<file path="config.mk">
export PLATFORM = sky130hd
export DESIGN_NAME = tos_fault_status
export DESIGN_NICKNAME = d
export VERILOG_FILES = /design/src/design/tos_pkg.sv /design/src/design/tos_sync.sv /design/src/design/tos_fault_status.sv
export SDC_FILE = /design/constraint.sdc
export NUM_CORES = 1
export LEC_CHECK = 0
export ABC_AREA = 1
export BUFFER_PORTS_ARGS = -buffer_cell sky130_fd_sc_hd__buf_2
export CELL_PAD_IN_SITES_DETAIL_PLACEMENT = 0
export CELL_PAD_IN_SITES_GLOBAL_PLACEMENT = 1
export CORE_AREA = 2 2 59 83
export DETAILED_ROUTE_END_ITERATION = 12
export DIE_AREA = 0 0 61 85
export PLACE_DENSITY = 0.78
export RECOVER_POWER = 100
export REMOVE_ABC_BUFFERS = 1
export SYNTH_ARGS = -nofsm -noshare
export SYNTH_HDL_FRONTEND = slang
export SYNTH_SLANG_ARGS = --single-unit
</file>
<file path="constraint.sdc">
create_clock -name I_CLK -period 1.75 [get_ports I_CLK]
set_clock_uncertainty 0.2 [all_clocks]
set_input_delay 0.35 -clock I_CLK [delete_from_list [all_inputs] [get_ports I_CLK]]
set_output_delay 0.35 -clock I_CLK [all_outputs]
set_load 0.01 [all_outputs]
</file>
<file path="src/design/tos_pkg.sv">
// Package holding the offsets, field positions and state layout of the fault-status bank
package tos_pkg;

  // Register offsets on the host register port
  localparam logic [7:0] TOS_OFS_CRIT = 8'hb4;
  localparam logic [7:0] TOS_OFS_HOT = 8'hb5;
  localparam logic [7:0] TOS_OFS_OC = 8'hb6;

  // Register and field widths
  localparam int TOS_REG_W = 8;
  localparam int TOS_TEMP_W = 5;
  localparam int TOS_OC_W = 3;
  localparam int TOS_DET_W = TOS_TEMP_W + TOS_TEMP_W + TOS_OC_W;

  // Temperature flag positions, shared by the critical and the warm register
  localparam int TOS_BIT_REST_OF_DIE = 4;
  localparam int TOS_BIT_DDR_TERM_LDO = 3;
  localparam int TOS_BIT_UPPER_RIGHT = 2;
  localparam int TOS_BIT_UPPER_LEFT = 1;
  localparam int TOS_BIT_LOWER_RIGHT = 0;

  // Overcurrent flag positions
  localparam int TOS_BIT_CONTROLLER_SIX = 2;
  localparam int TOS_BIT_CONTROLLER_TWO = 1;
  localparam int TOS_BIT_CONTROLLER_ONE = 0;

  // Reset values
  localparam logic [TOS_TEMP_W-1:0] TOS_RST_TEMP = 5'h00;
  localparam logic [TOS_OC_W-1:0] TOS_RST_OC = 3'h0;
  localparam logic [TOS_REG_W-1:0] TOS_RST_RDATA = 8'h00;
  localparam logic [TOS_DET_W-1:0] TOS_RST_SYNC = 13'h0000;

  // Reserved upper bits of each register
  localparam logic [TOS_REG_W-TOS_TEMP_W-1:0] TOS_RSV_TEMP = 3'h0;
  localparam logic [TOS_REG_W-TOS_OC_W-1:0] TOS_RSV_OC = 5'h00;

  // State of the flag bank
  typedef struct packed {
    logic [TOS_TEMP_W-1:0] crit;
    logic [TOS_TEMP_W-1:0] hot;
    logic [TOS_OC_W-1:0] oc;
    logic [TOS_REG_W-1:0] rdata;
    logic rvalid;
  } tos_state_t;

  // State of the detector synchroniser
  typedef struct packed {
    logic [TOS_DET_W-1:0] s1;
    logic [TOS_DET_W-1:0] s2;
  } tos_sync_t;

endpackage : tos_pkg

</file>
<file path="src/design/tos_sync.sv">
// Two-stage synchroniser for the asynchronous detector levels
`timescale 1ns/10ps
module tos_sync
  import tos_pkg::*;
(
  input wire logic I_CLK, // System clock
  input wire logic I_RST, // Synchronous reset, active high
  input wire logic [TOS_DET_W-1:0] i_async, // Detector levels from the analog side
  output logic [TOS_DET_W-1:0] o_sync // Levels safe to use in this domain
);

  tos_sync_t st_q;
  tos_sync_t st_d;

  // First stage feeds only the second; nothing else looks at it
  always_comb begin
    st_d = st_q;
    st_d.s1 = i_async;
    st_d.s2 = st_q.s1;
  end

  // State register
  always_ff @(posedge I_CLK) begin
    if (I_RST) begin
      st_q <= '{s1: TOS_RST_SYNC, s2: TOS_RST_SYNC};
    end else begin
      st_q <= st_d;
    end
  end

  assign o_sync = st_q.s2;

endmodule : tos_sync

</file>
<file path="src/design/tos_fault_status.sv">
// Sticky thermal and overcurrent fault-status register bank
//
// Summary of operation
// - Critical flags at 0xb4 set above threshold
// - Five sensors feed critical and warm flags
// - Critical bits: die, term LDO, corners
// - Warm flags at 0xb5 set above threshold
// - Warm bits mirror critical bit placement
// - Overcurrent flags at 0xb6 per controller
// - Overcurrent bits six, two, one; rest reserved
// - Flags stay set until written one
// - All registers reset to zero
`timescale 1ns/10ps
module tos_fault_status
  import tos_pkg::*;
(
  input wire logic I_CLK, // System clock, 100 MHz
  input wire logic I_RST, // Synchronous reset, active high
  input wire logic [TOS_TEMP_W-1:0] I_CRIT, // Critical-threshold detector levels
  input wire logic [TOS_TEMP_W-1:0] I_HOT, // Warm-threshold detector levels
  input wire logic [TOS_OC_W-1:0] I_OC, // Low-side switch overcurrent levels
  input wire logic [7:0] I_ADDR, // Register offset
  input wire logic I_WR, // Write strobe, one cycle
  input wire logic [TOS_REG_W-1:0] I_WDATA, // Write data, ones clear flags
  input wire logic I_RD, // Read strobe, one cycle
  output logic [TOS_REG_W-1:0] O_RDATA, // Read data, registered
  output logic O_RVALID // Read data valid, one cycle
);

  tos_state_t st_q;
  tos_state_t st_d;
  logic [TOS_DET_W-1:0] det_async;
  logic [TOS_DET_W-1:0] det_sync;
  logic [TOS_TEMP_W-1:0] crit_evt;
  logic [TOS_TEMP_W-1:0] hot_evt;
  logic [TOS_OC_W-1:0] oc_evt;
  logic hit_crit;
  logic hit_hot;
  logic hit_oc;
  logic [TOS_TEMP_W-1:0] crit_clr;
  logic [TOS_TEMP_W-1:0] hot_clr;
  logic [TOS_OC_W-1:0] oc_clr;

  // five sensor lines per threshold
  // Detector lines are analog-derived and asynchronous, so bundle them for one crossing
  assign det_async = {I_CRIT, I_HOT, I_OC};

  // Pulses shorter than a clock period may be missed; the analog side must stretch them
  tos_sync u_sync (
    .I_CLK(I_CLK),
    .I_RST(I_RST),
    .i_async(det_async),
    .o_sync(det_sync)
  );

  // Split the synchronised levels back into their groups
  // Bundle order is critical, warm, overcurrent from the top bit down
  assign crit_evt = det_sync[TOS_DET_W-1 -: TOS_TEMP_W];
  assign hot_evt = det_sync[TOS_OC_W +: TOS_TEMP_W];
  assign oc_evt = det_sync[TOS_OC_W-1:0];

  // Address decode for the three mapped offsets
  // Full eight-bit compare, so no other offset aliases onto a flag register
  assign hit_crit = (I_ADDR == TOS_OFS_CRIT);
  assign hit_hot = (I_ADDR == TOS_OFS_HOT);
  assign hit_oc = (I_ADDR == TOS_OFS_OC);

  // A write to any other offset leaves all three masks at zero
  // write-one clear masks
  // reserved write bits are dropped here
  assign crit_clr = (I_WR && hit_crit) ? I_WDATA[TOS_TEMP_W-1:0] : TOS_RST_TEMP;
  assign hot_clr = (I_WR && hit_hot) ? I_WDATA[TOS_TEMP_W-1:0] : TOS_RST_TEMP;
  assign oc_clr = (I_WR && hit_oc) ? I_WDATA[TOS_OC_W-1:0] : TOS_RST_OC;

  // Next state of the flag bank and the read port
  always_comb begin
    st_d = st_q;
    // bit order follows the sensor bus
    // set wins over a clear in the same cycle
    st_d.crit = (st_q.crit & ~crit_clr) | crit_evt;
    st_d.hot = (st_q.hot & ~hot_clr) | hot_evt;
    st_d.oc = (st_q.oc & ~oc_clr) | oc_evt;
    // Reads see the flags before this cycle's update, which keeps data one edge late
    st_d.rvalid = I_RD;
    // Idle and unmapped cycles return zero, so stale data never looks valid
    st_d.rdata = TOS_RST_RDATA;
    if (I_RD) begin
      unique case (1'b1)
        hit_crit: st_d.rdata = {TOS_RSV_TEMP, st_q.crit};
        hit_hot: st_d.rdata = {TOS_RSV_TEMP, st_q.hot};
        hit_oc: st_d.rdata = {TOS_RSV_OC, st_q.oc};
        default: st_d.rdata = TOS_RST_RDATA;
      endcase
    end
  end

  // State register
  // Synchronous reset only; the whole bank clears in one edge
  always_ff @(posedge I_CLK) begin
    if (I_RST) begin
      st_q <= '{crit: TOS_RST_TEMP, hot: TOS_RST_TEMP, oc: TOS_RST_OC,
                rdata: TOS_RST_RDATA, rvalid: 1'b0};
    end else begin
      st_q <= st_d;
    end
  end

  // Outputs come straight from the state register
  // No logic sits between these flops and the pins, so reads carry no glitches
  assign O_RDATA = st_q.rdata;
  assign O_RVALID = st_q.rvalid;

  // Checks on the flag bank and the read port
  // A reset in any of the last three edges empties the pipeline, so skip those
  // critical input reaches its flag
  a_crit_latch: assert property (
    @(posedge I_CLK) disable iff (I_RST)
    !$past(I_RST, 1) && !$past(I_RST, 2) && !$past(I_RST, 3) |->
      ((st_q.crit | ~$past(I_CRIT, 3)) == {TOS_TEMP_W{1'b1}}))
    else $error("critical flag missed a detector level");

  a_hot_latch: assert property (
    @(posedge I_CLK) disable iff (I_RST)
    !$past(I_RST, 1) && !$past(I_RST, 2) && !$past(I_RST, 3) |->
      ((st_q.hot | ~$past(I_HOT, 3)) == {TOS_TEMP_W{1'b1}}))
    else $error("warm flag missed a detector level");

  a_oc_latch: assert property (
    @(posedge I_CLK) disable iff (I_RST)
    !$past(I_RST, 1) && !$past(I_RST, 2) && !$past(I_RST, 3) |->
      ((st_q.oc | ~$past(I_OC, 3)) == {TOS_OC_W{1'b1}}))
    else $error("overcurrent flag missed a detector level");

  // critical flag falls only on a write of one
  a_crit_clear: assert property (
    @(posedge I_CLK) disable iff (I_RST)
    !$past(I_RST) && (($past(st_q.crit) & ~st_q.crit) != TOS_RST_TEMP) |->
      ($past(I_WR) && $past(I_ADDR) == TOS_OFS_CRIT &&
       (($past(st_q.crit) & ~st_q.crit & ~$past(I_WDATA[TOS_TEMP_W-1:0])) == TOS_RST_TEMP)))
    else $error("critical flag cleared without a write of one");

  // overcurrent flag survives a write of zero
  a_oc_keep: assert property (
    @(posedge I_CLK) disable iff (I_RST)
    (I_WR && hit_oc && I_WDATA == 8'h00) |=> (st_q.oc & $past(st_q.oc)) == $past(st_q.oc))
    else $error("overcurrent flag lost on a write of zero");

  // critical read returns the flags in place
  a_crit_read: assert property (
    @(posedge I_CLK) disable iff (I_RST)
    (I_RD && hit_crit) |=> (O_RVALID && O_RDATA == {TOS_RSV_TEMP, $past(st_q.crit)}))
    else $error("critical read data wrong");

  // warm read returns the flags in place
  a_hot_read: assert property (
    @(posedge I_CLK) disable iff (I_RST)
    (I_RD && hit_hot) |=> (O_RVALID && O_RDATA == {TOS_RSV_TEMP, $past(st_q.hot)}))
    else $error("warm read data wrong");

  // overcurrent read keeps reserved bits at zero
  a_oc_read: assert property (
    @(posedge I_CLK) disable iff (I_RST)
    (I_RD && hit_oc) |=> (O_RVALID && O_RDATA[7:TOS_OC_W] == TOS_RSV_OC &&
      O_RDATA[TOS_OC_W-1:0] == $past(st_q.oc)))
    else $error("overcurrent read data wrong");

  // a warm flag only rises from its own sensor
  a_hot_cause: assert property (
    @(posedge I_CLK) disable iff (I_RST)
    ((st_q.hot & ~$past(st_q.hot) & ~$past(hot_evt)) == TOS_RST_TEMP))
    else $error("warm flag rose without its sensor");

  // Checked at the release edge, where the last reset edge has just cleared the bank
  // reset leaves the bank clear and quiet
  a_reset_clear: assert property (
    @(posedge I_CLK)
    $fell(I_RST) |-> (st_q.crit == TOS_RST_TEMP && st_q.hot == TOS_RST_TEMP &&
      st_q.oc == TOS_RST_OC && !O_RVALID && O_RDATA == TOS_RST_RDATA))
    else $error("bank not clear after reset");

  // No read strobe means no read answer
  a_read_quiet: assert property (
    @(posedge I_CLK) disable iff (I_RST)
    !I_RD |=> (!O_RVALID && O_RDATA == TOS_RST_RDATA))
    else $error("read answer without a strobe");

  // warm flag falls only on a write of one
  a_hot_clear: assert property (
    @(posedge I_CLK) disable iff (I_RST)
    !$past(I_RST) && (($past(st_q.hot) & ~st_q.hot) != TOS_RST_TEMP) |->
      ($past(I_WR) && $past(I_ADDR) == TOS_OFS_HOT &&
       (($past(st_q.hot) & ~st_q.hot & ~$past(I_WDATA[TOS_TEMP_W-1:0])) == TOS_RST_TEMP)))
    else $error("warm flag cleared without a write of one");

  // overcurrent flag falls only on a write of one
  a_oc_clear: assert property (
    @(posedge I_CLK) disable iff (I_RST)
    !$past(I_RST) && (($past(st_q.oc) & ~st_q.oc) != TOS_RST_OC) |->
      ($past(I_WR) && $past(I_ADDR) == TOS_OFS_OC &&
       (($past(st_q.oc) & ~st_q.oc & ~$past(I_WDATA[TOS_OC_W-1:0])) == TOS_RST_OC)))
    else $error("overcurrent flag cleared without a write of one");

  // a write of one clears a flag whose detector is quiet
  // A detector still high makes the clear lose on purpose, so those bits are left out
  for (genvar k = 0; k < TOS_TEMP_W; k++) begin : g_temp_clr
    a_crit_bit_clr: assert property (
      @(posedge I_CLK) disable iff (I_RST)
      (I_WR && hit_crit && I_WDATA[k] && !crit_evt[k]) |=> !st_q.crit[k])
      else $error("critical flag kept after a write of one");
    a_hot_bit_clr: assert property (
      @(posedge I_CLK) disable iff (I_RST)
      (I_WR && hit_hot && I_WDATA[k] && !hot_evt[k]) |=> !st_q.hot[k])
      else $error("warm flag kept after a write of one");
  end : g_temp_clr

  // same per-bit clear for the three overcurrent flags
  // Reserved bits above them are never stored, so only the low bits are checked
  for (genvar k = 0; k < TOS_OC_W; k++) begin : g_oc_clr
    a_oc_bit_clr: assert property (
      @(posedge I_CLK) disable iff (I_RST)
      (I_WR && hit_oc && I_WDATA[k] && !oc_evt[k]) |=> !st_q.oc[k])
      else $error("overcurrent flag kept after a write of one");
  end : g_oc_clr

  // critical flags survive a write of zero
  a_crit_keep: assert property (
    @(posedge I_CLK) disable iff (I_RST)
    (I_WR && hit_crit && I_WDATA[TOS_TEMP_W-1:0] == TOS_RST_TEMP) |=>
      ((st_q.crit | ~$past(st_q.crit)) == {TOS_TEMP_W{1'b1}}))
    else $error("critical flag lost on a write of zero");

  // warm flags survive a write of zero
  a_hot_keep: assert property (
    @(posedge I_CLK) disable iff (I_RST)
    (I_WR && hit_hot && I_WDATA[TOS_TEMP_W-1:0] == TOS_RST_TEMP) |=>
      ((st_q.hot | ~$past(st_q.hot)) == {TOS_TEMP_W{1'b1}}))
    else $error("warm flag lost on a write of zero");

  // Flags are sticky, so without a write to their offset none may fall
  // critical flags hold with no write
  a_crit_hold: assert property (
    @(posedge I_CLK) disable iff (I_RST)
    !(I_WR && hit_crit) |=> ((st_q.crit | ~$past(st_q.crit)) == {TOS_TEMP_W{1'b1}}))
    else $error("critical flag dropped with no write");

  // warm flags hold with no write
  a_hot_hold: assert property (
    @(posedge I_CLK) disable iff (I_RST)
    !(I_WR && hit_hot) |=> ((st_q.hot | ~$past(st_q.hot)) == {TOS_TEMP_W{1'b1}}))
    else $error("warm flag dropped with no write");

  // overcurrent flags hold with no write
  a_oc_hold: assert property (
    @(posedge I_CLK) disable iff (I_RST)
    !(I_WR && hit_oc) |=> ((st_q.oc | ~$past(st_q.oc)) == {TOS_OC_W{1'b1}}))
    else $error("overcurrent flag dropped with no write");

  // a critical flag only rises from its own sensor
  a_crit_cause: assert property (
    @(posedge I_CLK) disable iff (I_RST)
    ((st_q.crit & ~$past(st_q.crit) & ~$past(crit_evt)) == TOS_RST_TEMP))
    else $error("critical flag rose without its sensor");

  // an overcurrent flag only rises from its own controller
  a_oc_cause: assert property (
    @(posedge I_CLK) disable iff (I_RST)
    ((st_q.oc & ~$past(st_q.oc) & ~$past(oc_evt)) == TOS_RST_OC))
    else $error("overcurrent flag rose without its controller");

  // A lost clear is safer than a lost fault, so an active detector always wins
  // critical detector beats a clear
  a_crit_set_wins: assert property (
    @(posedge I_CLK) disable iff (I_RST)
    !$past(I_RST) |-> ((st_q.crit | ~$past(crit_evt)) == {TOS_TEMP_W{1'b1}}))
    else $error("critical clear beat an active detector");

  a_hot_set_wins: assert property (
    @(posedge I_CLK) disable iff (I_RST)
    !$past(I_RST) |-> ((st_q.hot | ~$past(hot_evt)) == {TOS_TEMP_W{1'b1}}))
    else $error("warm clear beat an active detector");

  a_oc_set_wins: assert property (
    @(posedge I_CLK) disable iff (I_RST)
    !$past(I_RST) |-> ((st_q.oc | ~$past(oc_evt)) == {TOS_OC_W{1'b1}}))
    else $error("overcurrent clear beat an active detector");

  // Reads are never refused; the host may poll any offset
  // an unmapped read answers with zero
  a_unmapped_read: assert property (
    @(posedge I_CLK) disable iff (I_RST)
    (I_RD && !hit_crit && !hit_hot && !hit_oc) |=> (O_RVALID && O_RDATA == TOS_RST_RDATA))
    else $error("unmapped read returned data");

endmodule : tos_fault_status

</file>
==> results by group <==
Worst setup path
  • Worst r2r dst: O_RDATA[4]
  • CP arrival: roughly 0.75 ns
  • Crit path max fanout: 1
  • Reg2reg start: st_q[16]
  • CP cell instances: clkbuf_1
  • CP max stage delay: between 0.3 and 0.4 ns
  • Required @ worst endpoint: between 1 and 1.5 ns
  • Critical path buffers and inverters: 1
  • CP max-delay cell: dfxtp_1
  • CP startpoint: O_RDATA[2]
  • Critical path startpoint category: flip-flop
  • Nature of the critical path endpoint: primary output
  • Top Family by Delay on Critical Path: flip-flops
  • CP Class: reg -> out
  • Worst Reg-to-Reg Cells: 4
  • Reg2Reg Setup Slack: 0.89 ns

Clocking
  • Clock buffer depth: 2
  • TritonCTS Buffers: 5
  • CTS tree: built
  • H-Tree Level Count: 2
  • Clk slew on worst S/H paths: 0.08 ns
  • Worst-Skew Late Latency: 0.29 ns
  • Post-CTS Resized: 0
  • Clock root buffer: clkbuf_8
  • Hold bufs inserted after CTS: 0
  • Clk sinks: between 40 and 50
  • Post-CTS setup buffers: 0

STA
  • Final period util: 0.740
  • Final setup vio count: 0
  • Worst slew margin: 0.615
  • Slew Viols, Final: 0
  • Setup tns final: 0 ns
  • Final Critical Period: 1.30 ns
  • Setup WS post-layout: ~0.45 ns
  • RSZ-0062 raised after global routing: no
  • F_max: 772 MHz
  • Measured slew at the worst slew-check pin: 0.578 ns
  • Worst hold slack: 0.0476 ns
  • Hold Vio Cnt, Final: 0

Power
  • Switching pwr: between 0.0004 and 0.0005 W
  • P_leak: 0.985 nW
  • Part of the power in the clock network: 0.387
  • Pwr dens: 977 nW/um^2
  • Overall power: 0.00199 W
  • Switch share: 0.222
  • Comb power frac: 0.070
  • Worst VDD drop: 0.451 mV
  • Cell Int Power: 0.00155 W
  • Seq pwr share: 0.542

Routing
  • Vias per cell: approximately 4.0
  • Final ANT Viol Nets: 0
  • TritonRoute pass-1 iters: 4
  • DR iter-0 viols: 21
  • WL final: 2490 um
  • Vias: 1236
  • Routed len/inst: 8.02 um
  • # DRC: 0

Synth
  • Seq/Total Area, Yosys: 0.512
  • Top_reg_cell synth: dfxtp_1
  • Yosys warns: 0
  • Post-Syn Instances: 214
  • Number of enable flip-flop cells after synthesis: 0
  • Post-synthesis register bit count: 45
  • Syn_area_per_cell: roughly 8 um^2
  • Synth top area cells: dfxtp_1 51%, inv_1 9.6%, nor2_1 5.8%
  • Post-synth top area share: 0.512
  • Most instantiated cells after synthesis: 45 x dfxtp_1, 45 x inv_1, 27 x nor2_1
  • Ys async rst share: 0
  • Cell accounting for the most synthesized area: dfxtp_1
  • Synthesized area: 1760 um^2
  • Unique masters post-synth: 21

Placement
  • Gpl congestion: roughly 0.66
  • Port buffer count: 35
  • Dpl ws: 0.246 ns
  • Hpwl dp: 1920 um

Layout
  • Antenna cells: 0
  • Final nets: 280
  • Layout cells sized above 1: 0.234
  • Synthesis-to-finish area growth: 16.0%

Worst hold path
  • Worst Hold End: u_sync.st_d[7]
  • Min-delay src: I_HOT[4]
  • Worst hold stages: 3
  • Min-Delay Path Class: in -> reg

Floorplanning
  • IO Pins: 42
  • Core area: 4460 um^2
  • Starting Density: 0.394
  • Die width: 61 um
  • Die area: 5190 um^2
  • Die H: about 85 um
  • Rows: 29

Run
  • Maxcap violations: 0

Outcome
  • Status: finished clean

GRT
  • Global-route wire length before repair: 4370 um
  • Overflow after GRT: 0
  • Largest net degree at the start of global routing: 29
  • Antenna violations before repair: 0
  • Vias in the first global route: ~1100
  • Total track usage: 0.114
-- cell families after synthesis --
logic type | Yosys count | synth area share
other | 1 | 0.00213
DFF | 45 | 0.512
AOI/OAI and AO/OA | 14 | 0.0441
and+or+nand+nor | 87 | 0.270
buffers and inverters | 67 | 0.172
-- state kept, by name, indices dropped and copies added, names as in the netlist --
register and cells:
st_q 13, u_sync.o_sync 13, O_RVALID 1, O_RDATA 5, u_sync.st_d 13
-- power by group through the flow --
stage,registers (W),logic (W),clock network [W]
2_1_floorplan,0.00110,0.0000760,0
3_3_place_gp,0.00111,0.000142,0
3_5_place_dp,0.00111,0.000145,0
4_1_cts,0.00108,0.000145,0.000794
5_1_grt,0.00109,0.000162,0.000840
6_report,0.00108,0.000141,0.000772
-- layer usage --
layer,up-vias,track usage,wire length (um),share of wire
met5,-,0,0,0
li1,703,-,-,-
met2,26,0.193,1340,0.54
met3,5,0.0427,137,0.055
met4,0,0.0652,70,0.028
met1,502,0.116,935,0.38
-- metrics by stage --
stage,std cells,cell area (um^2),utilization
global placement,302,1940,0.435
global route,310,2040,0.458
finish,310,2040,0.458
detailed placement,302,1940,0.435
floorplan,201,1660,-
CTS,310,2060,0.461
-- placed cells by master, fill, tap and decap left out --
cell type	synthesis	final
nor2_1	27	28
conb_1	1	3
inv_2	7	6
a21oi_1	13	13
clkbuf_8	0	5
buf_4	8	4
clkinv_4	0	1
nor2_8	3	3
bufinv_16	0	1
nand3_1	16	16
inv_1	45	46
clkbuf_1	2	7
nor2_2	2	2
clkinvlp_4	0	1
nand4_1	13	13
nand2_4	3	3
nand2_2	2	2
nor2_4	2	1
nand2_1	19	19
dfxtp_1	45	45
o211ai_2	1	1
buf_2	2	28
-- layout make-up --
cell class | count | area [um^2]
Sequential cell | 45 | 901
Fill cell | 485 | 2420
Clock inverter | 3 | 46.3
Timing Repair Buffer | 39 | 196
Clock buffer | 5 | 68.8
Tap cell | 62 | 77.6
Inverter | 52 | 195
Multi-Input combinational cell | 104 | 557
-- how the worst max path moves through the flow --
stage | to | depth (start not counted) | slack, ns
finish | O_RDATA[2] | 1 | 0.45
detailed placement | st_q[13] | 8 | 0.25
CTS | O_RDATA[2] | 1 | 0.47
global route | O_RDATA[4] | 6 | 0.32
global placement | st_q[17] | 8 | 0.26
floorplan | O_RDATA[3] | 7 | 0.39
Power figures use the tool's default switching activity.
